$ cat src/core/gpp_pkg.sv
// Purpose: constants for the general purpose port pin block
// Assumes: 16-bit register data, byte offsets as printed
// Notes:   register map, field positions and reset values live here
package gpp_pkg;
	localparam int          NPINS          = 7;
	localparam int          DW             = 16;
	localparam int          AW             = 8;
	localparam logic [7:0]  ADDR_CTRL      = 8'h5A;
	localparam logic [7:0]  ADDR_LEVEL     = 8'h5C;
	localparam logic [7:0]  ADDR_DRIVE     = 8'h5E;
	localparam int          DIR_LSB        = 0;
	localparam int          IEN_LSB        = 8;
	localparam int          DRV_BIT        = 0;
	localparam logic [15:0] CTRL_RESET     = 16'h0000;
	localparam logic [15:0] LEVEL_RESET    = 16'h0000;
	localparam logic [15:0] ZERO16         = 16'h0000;
	localparam logic [6:0]  PINS_RESET     = 7'h00;
	localparam logic        DRV_RESET      = 1'b0;
	localparam logic        BUS_8BIT       = 1'b1;
endpackage

$ cat src/core/gpp_pin_if.sv
`timescale 1ns/100ps
// Purpose: per-pin controls between the register file and the pad logic
// Assumes: single clock
// Notes:   carries direction, input enable, output level, sampled level
interface gpp_pin_if;
	logic [6:0] pin_direction;
	logic [6:0] pin_input_enable;
	logic [6:0] out_level;
	logic [6:0] in_level;
	logic       port_mode;
	modport regs (output pin_direction, output pin_input_enable, output out_level,
		output port_mode, input in_level);
	modport pads (input pin_direction, input pin_input_enable, input out_level,
		input port_mode, output in_level);
endinterface

$ cat src/core/gpp_pads.sv
`timescale 1ns/100ps
// Purpose: pad control of the seven shared port pins
// Assumes: pin inputs synchronous to clk
// Notes:   outputs registered so the top gets flop-driven pins
module gpp_pads (
	input  wire logic       clk,
	input  wire logic       rst_n,
	gpp_pin_if.pads         pif,
	input  wire logic [6:0] pins_i,
	output logic      [6:0] pins_o,
	output logic      [6:0] pins_oe
);
	logic [6:0] o_d, o_q, oe_d, oe_q, in_d, in_q;

	// ****************
	// per pin control
	// ****************
	for (genvar i = 0; i < gpp_pkg::NPINS; i++) begin : g_pin
		always_comb begin
			// direction wins over input enable; disabled input reads zero
			oe_d[i] = pif.port_mode & pif.pin_direction[i];
			o_d[i]  = pif.port_mode & pif.pin_direction[i] & pif.out_level[i];
			in_d[i] = pif.port_mode & ~pif.pin_direction[i]
				& pif.pin_input_enable[i] & pins_i[i];
		end
	end

	always_ff @(posedge clk or negedge rst_n) begin
		if (!rst_n) begin
			o_q  <= gpp_pkg::PINS_RESET;
			oe_q <= gpp_pkg::PINS_RESET;
			in_q <= gpp_pkg::PINS_RESET;
		end else begin
			o_q  <= o_d;
			oe_q <= oe_d;
			in_q <= in_d;
		end
	end

	assign pins_o      = o_q;
	assign pins_oe     = oe_q;
	assign pif.in_level = in_q;

	// ****************
	// checks
	// ****************
	property p_no_drive_in;
		@(posedge clk) disable iff (!rst_n)
		!pif.pin_direction[0] |=> !pins_oe[0];
	endproperty
	a_no_drive_in: assert property (p_no_drive_in) else $error("input pin driven");
	property p_disabled_zero;
		@(posedge clk) disable iff (!rst_n)
		(!pif.pin_direction[1] && !pif.pin_input_enable[1]) |=> !in_q[1];
	endproperty
	a_disabled_zero: assert property (p_disabled_zero) else $error("disabled pin sampled");
	property p_sample;
		@(posedge clk) disable iff (!rst_n)
		(pif.port_mode && !pif.pin_direction[2] && pif.pin_input_enable[2])
			|=> in_q[2] == $past(pins_i[2]);
	endproperty
	a_sample: assert property (p_sample) else $error("input not sampled");
	property p_out;
		@(posedge clk) disable iff (!rst_n)
		(pif.port_mode && pif.pin_direction[3]) |=> (pins_oe[3] && pins_o[3] == $past(pif.out_level[3]));
	endproperty
	a_out: assert property (p_out) else $error("output not driven");
	property p_mode16;
		@(posedge clk) disable iff (!rst_n)
		!pif.port_mode |=> pins_oe == gpp_pkg::PINS_RESET;
	endproperty
	a_mode16: assert property (p_mode16) else $error("pins driven in 16-bit mode");
	c_out: cover property (@(posedge clk) disable iff (!rst_n) pins_oe[0] && pins_o[0]);
	c_in: cover property (@(posedge clk) disable iff (!rst_n) in_q[0]);
endmodule // gpp_pads

$ cat src/core/gpp_regs.sv
`timescale 1ns/100ps
// Purpose: register file of the port block
// Assumes: one-cycle strobes, read data in the following cycle
// Notes:   unmapped reads answer zero
module gpp_regs (
	input  wire logic        clk,
	input  wire logic        rst_n,
	gpp_pin_if.regs          pif,
	input  wire logic        bus_8bit,
	input  wire logic [7:0]  addr,
	input  wire logic [15:0] wdata,
	input  wire logic        wr,
	input  wire logic        rd,
	output logic      [15:0] rdata,
	output logic             drive_strength_select
);
	logic [15:0] ctrl_q, ctrl_d, lvl_q, lvl_d, rd_q, rd_d;
	logic        drv_q, drv_d, mode_q, mode_d;

	// ****************
	// next state
	// ****************
	always_comb begin
		ctrl_d = ctrl_q;
		lvl_d  = lvl_q;
		drv_d  = drv_q;
		mode_d = (bus_8bit == gpp_pkg::BUS_8BIT);
		rd_d   = gpp_pkg::ZERO16;
		if (wr && addr == gpp_pkg::ADDR_CTRL && mode_q) begin
			ctrl_d = gpp_pkg::ZERO16;
			ctrl_d[gpp_pkg::IEN_LSB +: 7] = wdata[gpp_pkg::IEN_LSB +: 7];
			ctrl_d[gpp_pkg::DIR_LSB +: 7] = wdata[gpp_pkg::DIR_LSB +: 7];
		end
		// control and level writes in 16-bit mode are dropped; reserved bits never stored
		if (wr && addr == gpp_pkg::ADDR_LEVEL && mode_q)
			lvl_d = {9'h000, wdata[6:0]};
		if (wr && addr == gpp_pkg::ADDR_DRIVE)
			drv_d = wdata[gpp_pkg::DRV_BIT];
		if (rd) begin
			unique case (addr)
				gpp_pkg::ADDR_CTRL:
					rd_d = mode_q ? ctrl_q : gpp_pkg::ZERO16;
				gpp_pkg::ADDR_LEVEL:
					// outputs show the written level, inputs the sampled one
					rd_d = mode_q ? {9'h000, (ctrl_q[6:0] & lvl_q[6:0])
						| (~ctrl_q[6:0] & pif.in_level)} : gpp_pkg::ZERO16;
				gpp_pkg::ADDR_DRIVE:
					rd_d = {15'h0000, drv_q};
				default:
					rd_d = gpp_pkg::ZERO16;
			endcase
		end
	end

	// only the hardware reset pin clears these
	always_ff @(posedge clk or negedge rst_n) begin
		if (!rst_n) begin
			ctrl_q <= gpp_pkg::CTRL_RESET;
			lvl_q  <= gpp_pkg::LEVEL_RESET;
			drv_q  <= gpp_pkg::DRV_RESET;
			mode_q <= 1'b0;
			rd_q   <= gpp_pkg::ZERO16;
		end else begin
			ctrl_q <= ctrl_d;
			lvl_q  <= lvl_d;
			drv_q  <= drv_d;
			mode_q <= mode_d;
			rd_q   <= rd_d;
		end
	end

	assign pif.pin_direction    = ctrl_q[gpp_pkg::DIR_LSB +: 7];
	assign pif.pin_input_enable = ctrl_q[gpp_pkg::IEN_LSB +: 7];
	assign pif.out_level        = lvl_q[6:0];
	assign pif.port_mode        = mode_q;
	assign rdata                = rd_q;
	assign drive_strength_select = drv_q;

	// ****************
	// checks
	// ****************
	property p_rsvd;
		@(posedge clk) disable iff (!rst_n)
		$past(rd) && $past(addr) == gpp_pkg::ADDR_LEVEL |-> rdata[15:7] == 9'h000;
	endproperty
	a_rsvd: assert property (p_rsvd) else $error("reserved bits nonzero");
	property p_16_read;
		@(posedge clk) disable iff (!rst_n)
		(rd && addr == gpp_pkg::ADDR_LEVEL && !mode_q) |=> rdata == gpp_pkg::ZERO16;
	endproperty
	a_16_read: assert property (p_16_read) else $error("16-bit read not zero");
	property p_16_write;
		@(posedge clk) disable iff (!rst_n)
		(wr && addr == gpp_pkg::ADDR_LEVEL && !mode_q) |=> $stable(lvl_q);
	endproperty
	a_16_write: assert property (p_16_write) else $error("16-bit write stored");
	property p_drv;
		@(posedge clk) disable iff (!rst_n)
		(wr && addr == gpp_pkg::ADDR_DRIVE) |=> drv_q == $past(wdata[0]);
	endproperty
	a_drv: assert property (p_drv) else $error("drive select not stored");
	property p_ctrl;
		@(posedge clk) disable iff (!rst_n)
		(wr && addr == gpp_pkg::ADDR_CTRL && mode_q) |=> ctrl_q == ($past(wdata) & 16'h7F7F);
	endproperty
	a_ctrl: assert property (p_ctrl) else $error("control not stored");
	c_drv: cover property (@(posedge clk) disable iff (!rst_n) wr && addr == gpp_pkg::ADDR_DRIVE);
	c_lvl: cover property (@(posedge clk) disable iff (!rst_n) rd && addr == gpp_pkg::ADDR_LEVEL && mode_q);
endmodule // gpp_regs

$ cat src/core/gpp_top.sv
`timescale 1ns/100ps
// Purpose: seven shared general purpose port pins with drive strength select
// Assumes: 40 MHz clk, pins synchronous, plain register port
// Notes:   reset released through two flops
module gpp_top (
	input  wire logic        clk,
	input  wire logic        reset_n,
	input  wire logic        bus_width_select_pin,
	input  wire logic [7:0]  addr,
	input  wire logic [15:0] wdata,
	input  wire logic        wr,
	input  wire logic        rd,
	output logic      [15:0] rdata,
	output logic             drive_strength_select,
	input  wire logic [6:0]  shared_port_pins_i,
	output logic      [6:0]  shared_port_pins_o,
	output logic      [6:0]  shared_port_pins_oe
);
	logic [1:0] rst_sync_q;
	logic       rst_n;

	// ****************
	// reset release
	// ****************
	always_ff @(posedge clk or negedge reset_n) begin
		if (!reset_n)
			rst_sync_q <= 2'h0;
		else
			rst_sync_q <= {rst_sync_q[0], 1'b1};
	end
	assign rst_n = rst_sync_q[1];

	gpp_pin_if pif ();

	gpp_regs u_regs (
		.clk                   (clk),
		.rst_n                 (rst_n),
		.pif                   (pif.regs),
		.bus_8bit              (bus_width_select_pin),
		.addr                  (addr),
		.wdata                 (wdata),
		.wr                    (wr),
		.rd                    (rd),
		.rdata                 (rdata),
		.drive_strength_select (drive_strength_select)
	);

	gpp_pads u_pads (
		.clk     (clk),
		.rst_n   (rst_n),
		.pif     (pif.pads),
		.pins_i  (shared_port_pins_i),
		.pins_o  (shared_port_pins_o),
		.pins_oe (shared_port_pins_oe)
	);
endmodule // gpp_top

$ cat config.mk
export PLATFORM = sky130hd
export DESIGN_NAME = gpp_top
export DESIGN_NICKNAME = d
export VERILOG_FILES = /design/src/core/gpp_pkg.sv /design/src/core/gpp_pin_if.sv /design/src/core/gpp_pads.sv /design/src/core/gpp_regs.sv /design/src/core/gpp_top.sv
export SDC_FILE = /design/constraint.sdc
export NUM_CORES = 1
export LEC_CHECK = 0
export BUFFER_PORTS_ARGS = -buffer_cell sky130_fd_sc_hd__buf_2
export CORE_MARGIN = 2
export CORE_UTILIZATION = 40
export CTS_CLUSTER_SIZE = 28
export DETAILED_ROUTE_END_ITERATION = 10
export SLEW_MARGIN = 40
export SYNTH_ARGS = -nofsm -noshare
export SYNTH_HDL_FRONTEND = slang
export SYNTH_SLANG_ARGS = --single-unit
$ cat constraint.sdc
create_clock -name clk -period 2.9 [get_ports clk]
set_clock_uncertainty 0.1 [all_clocks]
set_input_delay 0.435 -clock clk [delete_from_list [all_inputs] [get_ports clk]]
set_output_delay 0.435 -clock clk [all_outputs]
set_load 0.01 [all_outputs]
Word-level counts from Yosys, hierarchy flattened:

Index checks and enable logic that the tools add are counted.
Widths: inputs -> output; s select.

* memories: 0
* bits in writable memories: 0
* output and inout port bits: 31
* bits in latches: 0
* ROM bits: 0
* bits in registers: 62
* input bits: 36
* word-level logic and storage cells: 67

* reductions and logical operators: 5
* equal/unequal tests: 3
* shift operators: 0
* add/sub/neg operators: 0
* order comparisons: 0
* div/mod/pow operators: 0
* multiply operators: 0
* mux-type cells: 4
* bitwise operators: 46

Operator list (number)
* $pmux 16 s3: 1
* $and 1x1->1: 35
* $eq 8x7->1 const B: 3
* $mux 16: 1
* $mux 15: 1
* $and 7x7->7: 2
* $mux 7: 1
* $not 1->1: 7
* $not 7->7: 1
* $or 7x7->7: 1
* $logic_and 1x1->1: 5

Depth between registers and ports, before layout:

* depth in word-level cells: 6
* mapped depth: 5
* depth with buffers taken out: 3

Hierarchy:

Synthesis repeated with hierarchy kept, for this count alone.

* cells, all modules: 160
* area total of the unflattened synthesis: 2326.0 µm²

By module, submodules not included
* gpp_regs: sequential area each 925.9 µm², area an instance 1562.7 µm², cells each 113, instances 1
* gpp_pads: sequential area each 525.5 µm², area an instance 709.4 µm², cells each 44, instances 1
* gpp_top: sequential area each 50.0 µm², area an instance 53.8 µm², cells each 3, instances 1

Worst setup path before layout:

Ideal clock, no wire load.

* kind: in2reg
* start point: input addr[7]
* end point: register u_regs.lvl_q[0]
* path slack: 1220 ps
* path buffers: 0
* stages: 3
* data arrival time: 1456 ps
* required time: 2675 ps
* cell sequence: nand4bb_4 -> nor4_4 -> mux2_2

* cells in the longest elaborated chain, start to end: 3

Ends and longest elaborated chain
* start: declaration: RTL line gpp_top.sv:9 `input wire logic [7:0] addr,`
* $eq 8x7->1: RTL line gpp_regs.sv:35 `if (wr && addr == gpp_pkg::ADDR_LEVEL && mode_q)`
* $logic_and 1x1->1 (2 in a row): RTL line gpp_regs.sv:35
* end signal: assignment: RTL line gpp_regs.sv:59 `lvl_q <= gpp_pkg::LEVEL_RESET;`
* end signal: assignment: RTL line gpp_regs.sv:65 `lvl_q <= lvl_d;`
* end: declaration: RTL line gpp_regs.sv:17 `logic [15:0] ctrl_q, ctrl_d, lvl_q, lvl_d, rd_q, rd_d;`

No other way between the ends.
A chain may end at the register's enable or synchronous reset.

Final worst setup path:

* start point: register u_regs.mode_q, in the netlist u_regs.pif.port_mode
* end point: register u_regs.ctrl_q[12]

* cells in the longest elaborated chain, start to end: 1

Ends and longest elaborated chain
* start: declaration: RTL line gpp_regs.sv:18 `logic drv_q, drv_d, mode_q, mode_d;`
* start signal: assignment: RTL line gpp_regs.sv:67 `mode_q <= mode_d;`
* $logic_and 1x1->1: RTL line gpp_regs.sv:29 `if (wr && addr == gpp_pkg::ADDR_CTRL && mode_q) begin`
* end signal: assignment: RTL line gpp_regs.sv:58 `ctrl_q <= gpp_pkg::CTRL_RESET;`
* end signal: assignment: RTL line gpp_regs.sv:64 `ctrl_q <= ctrl_d;`
* end: declaration: RTL line gpp_regs.sv:17

No other way between the ends.

==> summary.md <==
| Metric | Value |
|---|---|
| Final Critical Period | `1.82 ns` |
| I/O pin count | `between 60 and 70` |
| Largest net degree at the start of global routing | `34` |
| Die ar. | `around 6700 um2` |
| Synthesized area | `2430 um2` |
| Post-route antenna net violation count | `0` |
| Reg-to-Reg End | `u_regs.ctrl_q[12]` |
| # diodes | `0` |
| Vias in the first global route | `approximately 1500` |
| Non-filler cells, final | `~320` |
| Seq/Total Area, Yosys | `between 60% and 70%` |
| Pwr Total | `between 0.0015 and 0.002 W` |
| Gpl congestion | `about 0.79` |
| Tcrit/Tclk final | `62.7%` |
| Leading cell types in the layout, fill and taps excluded | `62 x buf_2, 59 x dfrtp_1, 19 x mux2_2` |
| Post-route cell area | `approximately 3000 um2` |
| WL final | `about 4800 um` |
| Number of antenna violations at the first check in global routing | `0` |
| CP max stage cell | `and3b_1` |
| Starting Density | `about two fifths` |
| Post-synth ARST share | `100%` |
| Final setup vio count | `0` |
| Crit path cell chain | `and3b_1 > nand4_4 > mux2_4` |
| Yosys warns | `0` |
| Min-Delay Path Depth | `1` |
| Hold Crit Class | `in2reg` |
| Clk_lat worst skew | `0.33 ns` |
| WHS Endpoint | `u_regs.pif.port_mode` |
| Max incr delay on CP | `around 0.4 ns` |
| Flop2flop setup slack | `approximately 1.1 ns` |
| Depth of the CTS H-tree | `3` |
| Slew Limit Fails | `0` |
| Peak supply drop | `around 280 uV` |
| Drt wl/cell | `15.2 um` |
| Vias per cell | `approximately 4.9` |
| GR Overflow Total | `0` |
| Post-synthesis xor/xnor area fraction | `0%` |
| Max-cap violation count | `0` |
| Synth unique cells | `28` |
| Number of synthesized flops with an enable pin | `0` |
| CP Launch Type | `flip-flop` |
| Complex-gate fraction of the synthesized area | `2.11%` |
| Pre-CTS setup slack | `between 0.8 and 0.9 ns` |
| DP Area | `around 2800 um2` |
| Share of cells above drive strength 1 | `between 40% and 50%` |
| First-pass GRT wire length | `roughly 8000 um` |
| Status | `finished clean` |
| Area Overhead vs Synth | `23.4%` |
| Commonest non-fill, non-tap cell in the layout | `buf_2` |
| Power Dens Cells | `between 500 and 600 nW/um2` |
| CTS tree | `yes` |
| Slew margin rel. | `~53%` |
| Tot GR Track Use | `~17%` |
| CP Class | `reg2reg` |
| Port-buffer cells | `just over 60` |
| Row count | `28` |
| TritonRoute pass-1 iters | `4` |
| Total CTS buffers | `9` |
| Placed Cells | `~300` |
| Worst Slack Setup Final | `about 1.1 ns` |
| CP Data Required Time | `3.01 ns` |
| Final Hold Viols | `0` |
| CP arrival | `roughly 1.9 ns` |
| Critical R2R Launch | `u_regs.pif.port_mode` |
| Synth Register Bits | `60` |
| Root Driver | `clkbuf_8` |
| Die Wd | `81.9 um` |
| Crit path capture type | `flip-flop` |
| Post-DP HPWL | `approximately 3400 um` |
| Largest family of logic cells by synthesized area | `simple AND/OR/NAND/NOR gates` |
| Setup repair bufs after CTS | `0` |
| Mean post-synth cell area | `between 10 and 15 um2` |
| Actual slew at the worst max-slew pin | `a little over 0.7 ns` |
| Setup_tns | `0 ns` |
| Die Y-Extent | `between 80 and 90 um` |
| Layout Nets | `~270` |
| Starting DRT DRC Count | `between 100 and 150` |
| Max Freq | `roughly 550 MHz` |
| Reg2reg path depth | `3` |
| Hold path startpoint | `bus_width_select_pin` |
| CTS max path bufs | `2` |
| Main synth FF type | `dfrtp_1` |
| Remaining design rule violation count | `0` |
| Via count | `between 1500 and 2000` |
| Core ar. | `a little under 6000 um2` |
| Post-synthesis simple-gate area fraction | `18.4%` |
| CTS clk-pin slew, worst paths | `around 0.06 ns` |
| Post-Synth Adder-Cell Area | `0%` |
| Mux share of post-synthesis cell area | `approximately 15%` |
| Clock Sinks | `60` |
| Leakage power | `1.64 nW` |
| RSZ-0062 raised after global routing | `false` |
| Mapped Cells | `between 150 and 200` |
| Crit path max fanout | `14` |
==> stage by stage <==
stage                     utilization, %  hold slack (ns)
after detailed placement            47.7            0.129
final                               50.9            0.109
after global routing                50.9           0.0867
after global placement              47.7            0.120
after CTS                           50.9           0.0971
after floorplan                        -           0.0394
==> metal layers <==
layer	GRT usage [%]	share of wire, %	up-vias
met5	0	0	-
met4	7.67	2.1	0
met3	6.48	5.3	8
met2	24.6	48	39
met1	21.5	44	760
li1	-	-	738
==> area by class of cell <==
| cell class | instances | area [um2] |
|---|---|---|
| fillers | 537 | 2890 |
| flip-flops and latches | 60 | 1500 |
| multi-input cells | 98 | 872 |
| repair buffers | 67 | 350 |
| clock buffers | 12 | 135 |
| well taps | 75 | 93.8 |
| clock inverters | 3 | 40.0 |
==> critical path, delay by kind of cell, from the launching register on <==
kind	cells	cell delay, ns
flops	1	0.37
mux	1	0.41
simple gates	2	0.81
==> state kept, by name, summed over array words and instances (netlist names) <==
signal                        count
u_regs.pif.port_mode              1
u_regs.rdata                     14
u_pads.pins_oe                    7
u_regs.ctrl_q                    14
rst_sync_q                        2
u_regs.drive_strength_select      1
u_pads.pif.in_level               7
u_regs.lvl_q                      7
u_pads.pins_o                     7
==> logic make-up after synthesis <==
kind of cell,count (synthesis)
other,2
flip-flops,60
buffers and inverters,9
AO/OA/AOI/OAI,9
AND/OR/NAND/NOR,57
multiplexers,29
==> what timing repair did <==
item / in CTS / in global routing
hold buffers: 1 / 0
gates resized for setup: 0 / 0
endpoints found under the hold margin: 2 / 0
==> worst max-delay path by stage <==
| stage | depth (start not counted) | start | slack, ns | endpoint |
|---|---|---|---|---|
| 2_1_floorplan | 0 | rst_sync_q[1] | 1.01 | u_pads.pif.in_level[0] |
| 3_3_place_gp | 4 | addr[0] | 0.85 | u_regs.ctrl_q[8] |
| 3_5_place_dp | 4 | addr[0] | 0.82 | u_regs.ctrl_q[3] |
| 4_1_cts | 3 | u_regs.pif.port_mode | 1.05 | u_regs.ctrl_q[3] |
| 5_1_grt | 3 | u_regs.pif.port_mode | 1.01 | u_regs.ctrl_q[6] |
| 6_report | 3 | u_regs.pif.port_mode | 1.08 | u_regs.ctrl_q[12] |
==> power breakdown <==
group          internal [W]  switching [W]
registers          0.000850      0.0000172
logic             0.0000387      0.0000398
clock network      0.000390       0.000302
==> synthesized netlist by cell type, types with 2 or more instances <==
cell type | number | area, um2
a21oi_1 | 7 | 35.0
and2_1 | 14 | 87.6
and3_1 | 8 | 50.1
and4b_1 | 8 | 80.1
buf_4 | 4 | 30.0
clkbuf_1 | 3 | 11.3
conb_1 | 2 | 7.51
dfrtp_1 | 60 | 1500
mux2_2 | 19 | 214
mux2_4 | 10 | 150
nand2_1 | 2 | 7.51
nand3_1 | 6 | 30.0
nand4_1 | 7 | 43.8
nor2b_1 | 2 | 12.5
No activity file was read; power rests on OpenSTA's default activity.
